**config.mk**
```make
export PLATFORM = sky130hd
export DESIGN_NAME = cbr_ctrl_status
export DESIGN_NICKNAME = d
export VERILOG_FILES = /design/src/cbr_pkg.sv /design/src/cbr_reg_if.sv /design/src/cbr_i2c_slave.sv /design/src/cbr_ctrl_status.sv
export VERILOG_INCLUDE_DIRS = /design/src
export SDC_FILE = /design/constraint.sdc
export NUM_CORES = 1
export LEC_CHECK = 0
export ABC_AREA = 0
export BUFFER_PORTS_ARGS = -buffer_cell sky130_fd_sc_hd__buf_2
export CAP_MARGIN = 20
export CORE_ASPECT_RATIO = 2
export CORE_MARGIN = 3
export CORE_UTILIZATION = 55
export CTS_CLUSTER_SIZE = 25
export DETAILED_ROUTE_END_ITERATION = 10
export HOLD_SLACK_MARGIN = 0.02
export PLACE_DENSITY = 0.74
export SETUP_SLACK_MARGIN = 0.5
export SYNTH_ARGS = -nofsm -noshare
export SYNTH_HDL_FRONTEND = slang
export SYNTH_SLANG_ARGS = --single-unit
```
**constraint.sdc**
```tcl
create_clock -name i_sys_clk -period 3.8 [get_ports i_sys_clk]
set_clock_uncertainty 0.05 [all_clocks]
set_input_delay 0.57 -clock i_sys_clk [delete_from_list [all_inputs] [get_ports i_sys_clk]]
set_output_delay 0.57 -clock i_sys_clk [all_outputs]
set_load 0.01 [all_outputs]
```
**src/cbr_params.svh**
```systemverilog
`ifndef CBR_PARAMS_SVH
`define CBR_PARAMS_SVH

// ****************************************************************
// Clock
// ****************************************************************
`define CBR_SYS_CLK_HZ      25000000

// ****************************************************************
// Register offsets
// ****************************************************************
`define CBR_OFS_FIRMWARE    8'h97
`define CBR_OFS_CONTROL     8'h98
`define CBR_OFS_STATUS      8'h99

// ****************************************************************
// Control fields
// ****************************************************************
`define CBR_CTRL_PAGE       0
`define CBR_CTRL_AUTO_RST   1
`define CBR_CTRL_HOLD_RST   2
`define CBR_CTRL_RESTART    8

// ****************************************************************
// Status fields
// ****************************************************************
`define CBR_STAT_RD_BUSY    0
`define CBR_STAT_WR_BUSY    1

// ****************************************************************
// Reset values and identity
// ****************************************************************
`define CBR_CTRL_RESET      16'h0000
`define CBR_STAT_RESET      16'h0000
`define CBR_FIRMWARE_ID     16'h0105
`define CBR_I2C_DEV_ADDR    7'h48

// ****************************************************************
// Timing
// ****************************************************************
`define CBR_SENS_OFF_MS     100
`define CBR_RESTART_MS      100
`define CBR_PWR_SETTLE_US   1
// Cycles per millisecond are formed first so that the product stays inside 32 bits.
`define CBR_SENS_OFF_CYC    (`CBR_SENS_OFF_MS * (`CBR_SYS_CLK_HZ / 1000))
`define CBR_RESTART_CYC     (`CBR_RESTART_MS * (`CBR_SYS_CLK_HZ / 1000))
`define CBR_PWR_SETTLE_CYC  ((`CBR_PWR_SETTLE_US * `CBR_SYS_CLK_HZ + 999999) / 1000000)
`define CBR_ROI_MAX_GLOBAL  4'h8
`define CBR_ROI_MAX_ROLLING 4'h1

`endif

```
**src/cbr_pkg.sv**
```systemverilog
package cbr_pkg;

  // Power sequencer of the image sensor.
  typedef enum logic [4:0] {
    PWR_ON     = 5'b00001,
    PWR_TIMED  = 5'b00010,
    PWR_HELD   = 5'b00100,
    PWR_SETTLE = 5'b01000,
    PWR_RESTART = 5'b10000
  } cbr_pwr_state_t;

  // Byte engine of the two-wire slave.
  typedef enum logic [5:0] {
    I2C_IDLE = 6'b000001,
    I2C_RX   = 6'b000010,
    I2C_ACK  = 6'b000100,
    I2C_WAIT = 6'b001000,
    I2C_TX   = 6'b010000,
    I2C_RACK = 6'b100000
  } cbr_i2c_state_t;

endpackage

```
**src/cbr_reg_if.sv**
```systemverilog
`timescale 1ns/10ps

interface cbr_reg_if;
  logic        wr;
  logic        rd;
  logic [7:0]  addr;
  logic [15:0] wdata;
  logic [15:0] rdata;
  logic        rd_ready;

  modport link (output wr, rd, addr, wdata, input rdata, rd_ready);
  modport regs (input wr, rd, addr, wdata, output rdata, rd_ready);
endinterface

```
**src/cbr_i2c_slave.sv**
```systemverilog
`timescale 1ns/10ps
`include "cbr_params.svh"

module cbr_i2c_slave
  import cbr_pkg::*;
#(
  parameter logic [6:0] DEV_ADDR = `CBR_I2C_DEV_ADDR
) (
  // Clock and reset
  input  wire logic i_sys_clk,
  input  wire logic i_rst_b,
  // Two-wire pins
  input  wire logic i_scl,
  input  wire logic i_sda,
  output logic      o_scl_oe,
  output logic      o_sda_oe,
  // Register side
  cbr_reg_if.link   bus
);

  cbr_i2c_state_t state_reg;
  logic           scl_q;
  logic           sda_q;
  logic [3:0]     bitc_reg;
  logic [1:0]     byte_reg;
  logic [7:0]     shift_reg;
  logic [7:0]     lsb_reg;
  logic           rw_reg;
  logic           ack_ok_reg;
  logic           wr_reg;
  logic           rd_reg;
  logic [7:0]     addr_reg;
  logic [15:0]    wdata_reg;
  logic           scl_rise;
  logic           scl_fall;
  logic           start_seen;
  logic           stop_seen;

  assign scl_rise   = i_scl & ~scl_q;
  assign scl_fall   = ~i_scl & scl_q;
  assign start_seen = scl_q & i_scl & sda_q & ~i_sda;
  assign stop_seen  = scl_q & i_scl & ~sda_q & i_sda;

  always_ff @(posedge i_sys_clk or negedge i_rst_b) begin
    if (!i_rst_b) begin
      scl_q <= 1'b1;
      sda_q <= 1'b1;
    end else begin
      scl_q <= i_scl;
      sda_q <= i_sda;
    end
  end

  // ****************************************************************
  // Byte engine
  // ****************************************************************
  always_ff @(posedge i_sys_clk or negedge i_rst_b) begin
    if (!i_rst_b) begin
      state_reg  <= I2C_IDLE;
      bitc_reg   <= 4'h0;
      byte_reg   <= 2'h0;
      shift_reg  <= 8'h00;
      lsb_reg    <= 8'h00;
      rw_reg     <= 1'b0;
      ack_ok_reg <= 1'b0;
      wr_reg     <= 1'b0;
      rd_reg     <= 1'b0;
      addr_reg   <= 8'h00;
      wdata_reg  <= 16'h0000;
    end else begin
      wr_reg <= 1'b0;
      rd_reg <= 1'b0;
      if (start_seen) begin
        state_reg <= I2C_RX;
        bitc_reg  <= 4'h0;
        byte_reg  <= 2'h0;
      end else if (stop_seen) begin
        state_reg <= I2C_IDLE;
      end else begin
        unique case (state_reg)
          I2C_IDLE: begin
          end
          I2C_RX: begin
            if (scl_rise) begin
              shift_reg <= {shift_reg[6:0], i_sda};
              bitc_reg  <= bitc_reg + 4'h1;
            end else if (scl_fall && bitc_reg == 4'h8) begin
              bitc_reg  <= 4'h0;
              state_reg <= I2C_ACK;
              unique case (byte_reg)
                2'h0: begin
                  if (shift_reg[7:1] != DEV_ADDR) begin
                    state_reg <= I2C_IDLE;
                  end
                  rw_reg <= shift_reg[0];
                end
                2'h1: addr_reg <= shift_reg;
                2'h2: wdata_reg[15:8] <= shift_reg;
                2'h3: begin
                  wdata_reg[7:0] <= shift_reg;
                  wr_reg         <= 1'b1;
                end
              endcase
            end
          end
          I2C_ACK: begin
            if (scl_fall) begin
              if (rw_reg && byte_reg == 2'h0) begin
                rd_reg    <= 1'b1;
                state_reg <= I2C_WAIT;
              end else if (byte_reg == 2'h3) begin
                state_reg <= I2C_IDLE;
              end else begin
                state_reg <= I2C_RX;
                byte_reg  <= byte_reg + 2'h1;
              end
            end
          end
          I2C_WAIT: begin
            if (bus.rd_ready) begin
              shift_reg <= bus.rdata[15:8];
              lsb_reg   <= bus.rdata[7:0];
              bitc_reg  <= 4'h0;
              byte_reg  <= 2'h0;
              state_reg <= I2C_TX;
            end
          end
          I2C_TX: begin
            if (scl_fall) begin
              if (bitc_reg == 4'h7) begin
                state_reg <= I2C_RACK;
              end else begin
                shift_reg <= {shift_reg[6:0], 1'b0};
                bitc_reg  <= bitc_reg + 4'h1;
              end
            end
          end
          I2C_RACK: begin
            if (scl_rise) begin
              ack_ok_reg <= ~i_sda;
            end else if (scl_fall) begin
              if (ack_ok_reg && byte_reg == 2'h0) begin
                shift_reg <= lsb_reg;
                bitc_reg  <= 4'h0;
                byte_reg  <= 2'h1;
                state_reg <= I2C_TX;
              end else begin
                state_reg <= I2C_IDLE;
              end
            end
          end
          default: state_reg <= I2C_IDLE;
        endcase
      end
    end
  end

  assign o_scl_oe  = (state_reg == I2C_WAIT);
  assign o_sda_oe  = (state_reg == I2C_ACK) | ((state_reg == I2C_TX) & ~shift_reg[7]);
  assign bus.wr    = wr_reg;
  assign bus.rd    = rd_reg;
  assign bus.addr  = addr_reg;
  assign bus.wdata = wdata_reg;

endmodule

```
**src/cbr_ctrl_status.sv**
```systemverilog
`timescale 1ns/10ps
`include "cbr_params.svh"

module cbr_ctrl_status
  import cbr_pkg::*;
#(
  parameter int unsigned SENS_OFF_CYC = `CBR_SENS_OFF_CYC,
  parameter int unsigned RESTART_CYC  = `CBR_RESTART_CYC,
  parameter logic [15:0] FIRMWARE_ID  = `CBR_FIRMWARE_ID  // Value is arbitrary.
) (
  // Clock and reset
  input  wire logic        i_sys_clk,
  input  wire logic        i_rst_b,
  // Two-wire host link, open drain
  input  wire logic        i_scl,
  output logic             o_scl,
  output logic             o_scl_oe,
  input  wire logic        i_sda,
  output logic             o_sda,
  output logic             o_sda_oe,
  // Sensor register access
  output logic             o_sens_req,
  output logic             o_sens_we,
  output logic [8:0]       o_sens_addr,
  output logic [15:0]      o_sens_wdata,
  input  wire logic        i_sens_done,
  input  wire logic [15:0] i_sens_rdata,
  // Sensor power and reset
  output logic             o_sens_pwr_en,
  output logic             o_sens_rst_b,
  output logic             o_module_restart,
  // Window configuration
  input  wire logic        i_global_shutter,
  output logic [3:0]       o_roi_max
);

  localparam logic [21:0] SETTLE_CYC = 22'(`CBR_PWR_SETTLE_CYC);
  cbr_reg_if bus ();

  cbr_pwr_state_t pwr_reg;
  logic [21:0]    timer_reg;
  logic           page_reg;
  logic           auto_reg;
  logic           hold_reg;
  logic           restart_reg;
  logic           rd_busy_reg;
  logic           wr_busy_reg;
  logic           pend_reg;
  logic           we_reg;
  logic [8:0]     saddr_reg;
  logic [15:0]    swdata_reg;
  logic [15:0]    rdata_reg;
  logic           rd_ready_reg;
  logic           roi_max_reg;
  logic           is_local;
  logic           ctrl_wr;
  logic           restart_done;
  logic           settle_done;
  logic           sens_on;
  logic           sens_ack;
  logic [15:0]    ctrl_view;
  logic [15:0]    stat_view;

  cbr_i2c_slave u_i2c (
    .i_sys_clk (i_sys_clk),
    .i_rst_b   (i_rst_b),
    .i_scl     (i_scl),
    .i_sda     (i_sda),
    .o_scl_oe  (o_scl_oe),
    .o_sda_oe  (o_sda_oe),
    .bus       (bus.link)
  );

  assign is_local     = (bus.addr == `CBR_OFS_FIRMWARE) | (bus.addr == `CBR_OFS_CONTROL) |
                        (bus.addr == `CBR_OFS_STATUS);
  assign ctrl_wr      = bus.wr & (bus.addr == `CBR_OFS_CONTROL) & (pwr_reg != PWR_RESTART);
  assign restart_done = (pwr_reg == PWR_RESTART) & (timer_reg == 22'h000001);
  assign settle_done  = (pwr_reg == PWR_SETTLE) & (timer_reg == 22'h000001);
  assign sens_on      = (pwr_reg == PWR_ON);
  assign sens_ack     = pend_reg & sens_on & i_sens_done;

  // ****************************************************************
  // Control register
  // ****************************************************************
  always_ff @(posedge i_sys_clk or negedge i_rst_b) begin
    if (!i_rst_b) begin
      page_reg <= 1'b0;
    end else if (restart_done) begin
      page_reg <= 1'b0;
    end else if (ctrl_wr) begin
      page_reg <= bus.wdata[`CBR_CTRL_PAGE];
    end
  end

  always_ff @(posedge i_sys_clk or negedge i_rst_b) begin
    if (!i_rst_b) begin
      auto_reg <= 1'b0;
    end else if (restart_done) begin
      auto_reg <= 1'b0;
    end else if (ctrl_wr && bus.wdata[`CBR_CTRL_AUTO_RST]) begin
      auto_reg <= 1'b1;
    end else if (settle_done && !hold_reg) begin
      auto_reg <= 1'b0;
    end
  end

  always_ff @(posedge i_sys_clk or negedge i_rst_b) begin
    if (!i_rst_b) begin
      hold_reg <= 1'b0;
    end else if (restart_done) begin
      hold_reg <= 1'b0;
    end else if (ctrl_wr) begin
      hold_reg <= bus.wdata[`CBR_CTRL_HOLD_RST];
    end
  end

  always_ff @(posedge i_sys_clk or negedge i_rst_b) begin
    if (!i_rst_b) begin
      restart_reg <= 1'b0;
    end else if (restart_done) begin
      restart_reg <= 1'b0;
    end else if (ctrl_wr && bus.wdata[`CBR_CTRL_RESTART]) begin
      restart_reg <= 1'b1;
    end
  end

  // ****************************************************************
  // Sensor power sequencer
  // ****************************************************************
  always_ff @(posedge i_sys_clk or negedge i_rst_b) begin
    if (!i_rst_b) begin
      pwr_reg   <= PWR_ON;
      timer_reg <= 22'h000000;
    end else if (restart_reg && pwr_reg != PWR_RESTART) begin
      pwr_reg   <= PWR_RESTART;
      timer_reg <= RESTART_CYC[21:0];
    end else begin
      unique case (pwr_reg)
        PWR_ON: begin
          if (hold_reg) begin
            pwr_reg <= PWR_HELD;
          end else if (auto_reg) begin
            pwr_reg   <= PWR_TIMED;
            timer_reg <= SENS_OFF_CYC[21:0];
          end
        end
        PWR_TIMED, PWR_SETTLE, PWR_RESTART: begin
          if (timer_reg != 22'h000001) begin
            timer_reg <= timer_reg - 22'h000001;
          end else if (pwr_reg == PWR_SETTLE) begin
            pwr_reg <= PWR_ON;
          end else begin
            pwr_reg   <= PWR_SETTLE;
            timer_reg <= SETTLE_CYC;
          end
        end
        PWR_HELD: begin
          if (!hold_reg) begin
            pwr_reg   <= PWR_SETTLE;
            timer_reg <= SETTLE_CYC;
          end
        end
        default: pwr_reg <= PWR_ON;
      endcase
    end
  end

  // ****************************************************************
  // Sensor access and busy flags
  // ****************************************************************
  always_ff @(posedge i_sys_clk or negedge i_rst_b) begin
    if (!i_rst_b) begin
      pend_reg   <= 1'b0;
      we_reg     <= 1'b0;
      saddr_reg  <= 9'h000;
      swdata_reg <= 16'h0000;
    end else if (restart_done) begin
      pend_reg <= 1'b0;
    end else if ((bus.wr || bus.rd) && !is_local) begin
      pend_reg   <= 1'b1;
      we_reg     <= bus.wr;
      saddr_reg  <= {page_reg, bus.addr};
      swdata_reg <= bus.wdata;
    end else if (sens_ack) begin
      pend_reg <= 1'b0;
    end
  end

  always_ff @(posedge i_sys_clk or negedge i_rst_b) begin
    if (!i_rst_b) begin
      wr_busy_reg <= 1'b0;
      rd_busy_reg <= 1'b0;
    end else if (restart_done) begin
      wr_busy_reg <= 1'b0;
      rd_busy_reg <= 1'b0;
    end else begin
      if (bus.wr && !is_local) begin
        wr_busy_reg <= 1'b1;
      end else if (sens_ack && we_reg) begin
        wr_busy_reg <= 1'b0;
      end
      if (bus.rd && !is_local) begin
        rd_busy_reg <= 1'b1;
      end else if (sens_ack && !we_reg) begin
        rd_busy_reg <= 1'b0;
      end
    end
  end

  // ****************************************************************
  // Read answer
  // ****************************************************************
  assign ctrl_view = {7'h00, restart_reg, 5'h00, hold_reg, auto_reg, page_reg};
  assign stat_view = {14'h0000, wr_busy_reg, rd_busy_reg};

  always_ff @(posedge i_sys_clk or negedge i_rst_b) begin
    if (!i_rst_b) begin
      rdata_reg    <= 16'h0000;
      rd_ready_reg <= 1'b0;
    end else begin
      rd_ready_reg <= 1'b0;
      if (bus.rd && is_local) begin
        rd_ready_reg <= 1'b1;
        if (bus.addr == `CBR_OFS_FIRMWARE) begin
          rdata_reg <= FIRMWARE_ID;
        end else if (bus.addr == `CBR_OFS_CONTROL) begin
          rdata_reg <= ctrl_view;
        end else begin
          rdata_reg <= stat_view;
        end
      end else if (sens_ack && !we_reg) begin
        rd_ready_reg <= 1'b1;
        rdata_reg    <= i_sens_rdata;
      end
    end
  end

  always_ff @(posedge i_sys_clk or negedge i_rst_b) begin
    if (!i_rst_b) begin
      roi_max_reg <= 1'b0;
    end else begin
      roi_max_reg <= i_global_shutter;
    end
  end

  assign o_roi_max = roi_max_reg ? `CBR_ROI_MAX_GLOBAL : `CBR_ROI_MAX_ROLLING;

  assign bus.rdata        = rdata_reg;
  assign bus.rd_ready     = rd_ready_reg;
  assign o_scl            = 1'b0;
  assign o_sda            = 1'b0;
  assign o_sens_req       = pend_reg & sens_on;
  assign o_sens_we        = we_reg;
  assign o_sens_addr      = saddr_reg;
  assign o_sens_wdata     = swdata_reg;
  assign o_sens_pwr_en    = (pwr_reg == PWR_ON) | (pwr_reg == PWR_SETTLE);
  assign o_sens_rst_b     = sens_on;
  assign o_module_restart = (pwr_reg == PWR_RESTART);

endmodule

```
== Word-level counts from Yosys, hierarchy flattened ==
Cells that the tools add are included.

* Reduce and logical (&&, ||, !) cells: 43
* Bitwise logic cells: 27
* Equality and inequality tests: 56
* $add $sub $neg: 3
* Multiplexer cells: 95

{| class="wikitable"
|+ Operators with widths
! cell !! number
|-
| 22-bit 2-to-1 mux || 6
|-
| 6-bit 2-to-1 mux || 12
|-
| 22-bit case mux with 3 select lines || 1
|-
| 8-bit 2-to-1 mux || 7
|-
| 4-bit 2-to-1 mux || 12
|-
| 6-bit case mux with 6 select lines || 1
|-
| 16-bit 2-to-1 mux || 2
|-
| 8-bit case mux with 4 select lines || 1
|-
| 1-bit 2-to-1 mux || 31
|-
| 5-bit 2-to-1 mux || 6
|-
| 4-bit by 1-bit inequality test with 1-bit output, second input constant || 7
|-
| 9-bit AND reduction || 3
|-
| 8-bit equality test, second input constant || 3
|-
| 6-bit AND reduction || 4
|-
| 22-bit by 1-bit equality test with 1-bit output, second input constant || 1
|-
| 22-bit by 1-bit inequality test with 1-bit output, second input constant || 1
|-
| 22-bit by 1-bit subtractor with 22-bit output, second input constant || 1
|-
| 2-bit 2-to-1 mux || 10
|-
| 9-bit 2-to-1 mux || 2
|-
| 3-bit by 1-bit inequality test with 1-bit output, second input constant || 6
|-
| 4-bit case mux with 4 select lines || 1
|-
| 3-bit by 2-bit inequality test with 1-bit output, second input constant || 5
|-
| 5-bit case mux with 3 select lines || 1
|-
| 1-bit bitwise AND || 14
|-
| 42 further kinds || 86
|}

* Input port bits: 22
* Logic and storage cells: 253
* Bits in registers: 136

== Logic depth before layout (Yosys ltp) ==
* Depth after elaboration: 8
* Mapped depth: 10
* Mapped depth without buffers: 8

== Cells and area by module ==
From an unflattened synthesis, not the netlist that was laid out.

* Cell total of the unflattened synthesis: 660
* Area, all modules: 6945.4 µm²

{| class="wikitable"
|+ By module, submodules not included
! module !! sequential area each (µm²) !! cells each !! area each (µm²) !! times used
|-
| cbr_ctrl_status || 1953.1 || 395 || 3991.3 || 1
|-
| cbr_i2c_slave || 1455.1 || 265 || 2954.1 || 1
|}

== Worst setup path before layout ==
OpenSTA, ideal clock, no wires.

* Kind: register to register
* Start: register timer_reg[1]
* End: register saddr_reg[0] (netlist: o_sens_addr[0])
* Path slack: 1.218 ns
* Arrival: 2.407 ns
* Cell stages (with the launch flop): 11
* Period minus slack after synthesis: 2.582 ns
* Buffers on the path: 2
* Path through: dfrtp_1 inv_1 ha_1 or4b_4 or3_4 nor3_4 nor2_2 o21a_1 buf_6 buf_6 mux2_4

* Longest elaborated chain between the ends: 4

{| class="wikitable"
|+ Ends and longest elaborated chain
! item !! RTL line !! RTL
|-
| start, declared || cbr_ctrl_status.sv:41 || <nowiki>logic [21:0] timer_reg;</nowiki>
|-
| start signal, assigned || cbr_ctrl_status.sv:136 || <nowiki>timer_reg <= RESTART_CYC[21:0];</nowiki>
|-
| start signal, assigned || cbr_ctrl_status.sv:144 || <nowiki>timer_reg <= SENS_OFF_CYC[21:0];</nowiki>
|-
| start signal, assigned || cbr_ctrl_status.sv:149 || <nowiki>timer_reg <= timer_reg - 22'h000001;</nowiki>
|-
| 22-bit by 1-bit equality test with 1-bit output || cbr_ctrl_status.sv:77 || <nowiki>assign restart_done = (pwr_reg == PWR_RESTART) & (timer_reg == 22'h000001);</nowiki>
|-
| 1-bit bitwise AND || cbr_ctrl_status.sv:77 ||
|-
| 1-bit inverter (no line) || n/a ||
|-
| 2-bit AND reduction (no line) || n/a ||
|-
| end signal, assigned || cbr_ctrl_status.sv:182 || <nowiki>saddr_reg <= {page_reg, bus.addr};</nowiki>
|-
| end, declared || cbr_ctrl_status.sv:50 || <nowiki>logic [8:0] saddr_reg;</nowiki>
|}

No other way between the ends.
A chain may end at the register's enable or synchronous reset.

== Worst setup path after layout ==
* Start: register u_i2c.state_reg[3]
* End: output o_sda_oe

* Longest elaborated chain between the ends: 3

{| class="wikitable"
|+ Ends and longest elaborated chain
! item !! RTL line !! RTL
|-
| start, declared || cbr_i2c_slave.sv:21 || <nowiki>cbr_i2c_state_t state_reg;</nowiki>
|-
| start signal, assigned || cbr_i2c_slave.sv:59 || <nowiki>state_reg <= I2C_IDLE;</nowiki>
|-
| start signal, assigned || cbr_i2c_slave.sv:74 || <nowiki>state_reg <= I2C_RX;</nowiki>
|-
| start signal, assigned || cbr_i2c_slave.sv:78 || <nowiki>state_reg <= I2C_IDLE;</nowiki>
|-
| 6-bit by 5-bit equality test with 1-bit output || cbr_i2c_slave.sv:159 || <nowiki>assign o_sda_oe = (state_reg == I2C_ACK) | ((state_reg == I2C_TX) & ~shift_reg[7]);</nowiki>
|-
| 1-bit bitwise AND || cbr_i2c_slave.sv:159 ||
|-
| 1-bit bitwise OR (*) || cbr_i2c_slave.sv:159 ||
|-
| end, declared || cbr_ctrl_status.sv:20 || <nowiki>output logic o_sda_oe,</nowiki>
|}

Mark *: on every way between the ends. The rest lies on a longest branch, timed or not.

==> impl_metrics.py <==
metrics = {
    "route": {
        "drt_iter0_drc": 304,
        "ant_nets": 0,
        "viasPerCell": 6.114,
        "drc": 0,
        "routed_wirelength_um": 17020,
        "wl_per_cell_um": 19.56,
        "dr.pass1.iters": 6,
        "dr_total_vias": 5319,
    },
    "critical_path": {
        "worstPathMaxFanout": 9,
        "end_kind": "output pin",
        "worst_ep_required_time_ns": 3.18,
        "startpoint_type": "flop",
        "cp.arrival_ns": 2.30,
        "critPathKind": "flop to output pin",
    },
    "layout": {
        "layout-drive-gt1-share": 0.2545,
        "fin_area_sq_um": 7876,
        "seq_area_sq_um": 3408,
        "multiInputGateArea_sq_um": 3238,
        "instances_no_fill": 870,
        "nets": 741,
        "largest_reg_flops": 22,
        "area_growth_pct": 14.60,
        "n_antenna_cell": 0,
        "nFillCells": 961,
    },
    "cts": {
        "post_cts_buffers": 0,
        "postCtsHoldBufs": 0,
        "clockRootBuffer": "clkbuf_16",
        "htree_levels": 4,
        "clkLatencyLatePin_ns": 0.42,
        "cts.sinks": 136,
        "cts_max_path_buffers": 2,
        "cts_buffers": 17,
        "clk_pin_slew_ns": 0.06,
        "post_cts_resized": 0,
        "cts_tree": "built",
    },
    "floorplanning": {
        "rows": 57,
        "core_area_sq_um": 12200,
        "io-pin-count": 60,
        "start_util": 0.5636,
        "die_h_um": 164.1,
        "die_x_um": 85.05,
        "dieArea_sq_um": 13960,
    },
    "power": {
        "swShare": 0.2255,
        "ir_drop_mv": 0.3557,
        "p_comb_frac": 0.050,
        "p_sw_mw": 0.7976,
        "power_density_nw_per_um2": 449.1,
        "clkPwrFrac": 0.518,
        "power.leakage_nw": 3.773,
        "intPower_mw": 2.739,
        "pwr-share-seq": 0.432,
        "power_mw": 3.537,
    },
    "sta": {
        "fin_crit_sh": 0.7676,
        "rsz0062_at_grt": "no",
        "tns_ns": 0,
        "hold_viol": 0,
        "fin_crit_ns": 2.917,
        "finalSetupViolCount": 0,
        "tightest_slew_ns": 0.8654,
        "clock.fmax_mhz": 342.8,
        "slew_headroom": 0.4210,
        "finalHoldWorstSlack_ns": 0.1753,
        "finalMaxSlewViolations": 0,
    },
    "global_route": {
        "grt_max_degree": 91,
        "track_usage": 0.2509,
        "grt_pass1_vias": 5514,
        "gr-total-overflow": 0,
        "antenna_found_initial": 0,
        "grt_pass1_wl_um": 27220,
    },
    "min_path": {
        "hold_class": "primary input to asynchronous set/reset pin",
    },
    "outcome": {
        "status": "completed",
    },
    "place": {
        "dp_hpwl_um": 12270,
        "place_inst": 837,
        "gp_congestion": 0.9791,
        "placedInstanceArea_sq_um": 7209,
        "io_buffers": 55,
    },
    "synthesis": {
        "synthMuxAreaShare": 0.1274,
        "netlist_area_sq_um": 6873,
        "ys_warn_count": 0,
        "yosysUniqueCellTypes": 74,
        "synthXorXnorAreaFrac": 0.006372,
        "async_flop_share": 1.000,
        "synth_compound_area_frac": 0.1274,
        "syn_inst": 659,
        "syn_avg_cell_area_sq_um": 10.43,
        "synth_edf_count": 0,
        "synthSimpleGateAreaFrac": 0.1913,
        "synth_fa_ha_area_frac": 0.01638,
        "synth_seq_cells": 136,
        "ys_seq_area_frac": 0.4959,
        "synth_top_family_by_area": "simple AND/OR/NAND/NOR gates",
        "synth_ff_type": "dfrtp_1",
    },
    "job": {
        "maxCapViolations": 0,
    },
}
==> routing by layer <==
| metal | up-vias | wire length [um] | global-route usage | share of wire |
|---|---|---|---|---|
| li1 | 2478 | - | - | - |
| met1 | 2598 | 5960 | 0.2582 | 0.35 |
| met2 | 180 | 9514 | 0.4642 | 0.56 |
| met3 | 63 | 720 | 0.04418 | 0.042 |
| met4 | 0 | 824 | 0.1455 | 0.048 |
| met5 | - | 0 | 0 | 0 |
==> final cells by class <==
type / instances / share of cell area
flip-flops and latches: 136 / 0.4327
multi-input cells: 479 / 0.4111
clock buffers: 18 / 0.05576
repair buffers: 62 / 0.04241
clock inverters: 14 / 0.02796
well taps: 147 / 0.02335
inverters: 14 / 0.006672
==> worst max-delay path, stage by stage, from the launching register on <==
cell and delay [ns]:
dfrtp_1 0.46, or4_1 0.64, or2_2 0.37, o21ai_0 0.23
buf_2 0.18
==> logic make-up after synthesis <==
logic type / count (synthesis)
AND/OR/NAND/NOR: 258
buffers and inverters: 47
multiplexers: 72
XOR/XNOR: 5
adder cells (fa/ha/maj): 9
flip-flops: 136
AO/OA/AOI/OAI: 131
other: 1
==> path summary, 6_finish.rpt <==
kind / startpoint / endpoint / slack [ns] / cells after the start
setup / recovery: u_i2c.state_reg[3]$_DFFE_PN0P_ / o_sda_oe / 0.88 / 4
hold / removal: i_rst_b / pend_reg$_DFFE_PN0P_ / 0.18 / 1
setup reg to reg: timer_reg[1]$_DFFE_PN0P_ / o_sens_wdata[13]$_DFFE_PN0P_ / 0.97 / 9
hold reg to reg: timer_reg[19]$_DFFE_PN0P_ / timer_reg[19]$_DFFE_PN0P_ / 0.44 / 1
max in group asynchronous: i_rst_b / u_i2c.scl_q$_DFF_PN1_ / 2.60 / 2
min in group i_sys_clk: i_global_shutter / roi_max_reg$_DFF_PN0_ / 0.21 / 1
==> cells in the final DEF (no fill, tap or decap), drive strengths merged, types with 8 or more instances in the layout <==
cell,n
nand2,84
mux2,67
nor3,28
nor4,8
o21ai,28
nand2b,9
buf,62
nand3,14
ha,9
clkbuf,18
a21oi,32
nor2,61
dfrtp,132
a22oi,12
inv,17
==> stage by stage <==
stage	worst slack [ns]	util
3_5_place_dp	0.9947	0.5912
3_3_place_gp	1.056	0.5912
2_1_floorplan	1.218	-
4_1_cts	0.9050	0.6452
5_1_grt	0.8033	0.6458
6_report	0.8832	0.6458
==> power by group through the flow <==
stage / logic, mW / registers (mW) / clock network [mW]
2_1_floorplan: 0.112 / 1.53 / 0
3_3_place_gp: 0.170 / 1.55 / 0
3_5_place_dp: 0.174 / 1.55 / 0
4_1_cts: 0.176 / 1.53 / 1.86
5_1_grt: 0.195 / 1.53 / 1.92
6_report: 0.176 / 1.53 / 1.83
==> cells in the mapped netlist (all sizes together) (4+ instances only) <==
cell type	instances	area, sq um
dfstp	4	105.1
a22oi	12	90.09
nor3	28	151.4
nand2b	9	56.30
nor2	61	231.5
nand3	14	75.07
nor4	8	56.30
o21ai	28	143.9
buf	16	121.4
inv	14	52.55
nor3b	5	37.54
nand3b	4	30.03
clkbuf	17	63.81
nand4b	6	67.56
nand4	4	25.02
o32ai	4	35.03
mux2i	5	50.05
or4	5	45.04
o22ai	7	43.79
a21oi	32	160.2
o41ai	4	35.03
a31oi	7	58.81
nand2	84	315.3
ha	9	112.6
dfrtp	132	3303
nor2b	6	37.54
a211oi	6	45.04
mux2	67	825.8
and2	5	31.28
or2	5	31.28
(Power assumes the default switching activity.)
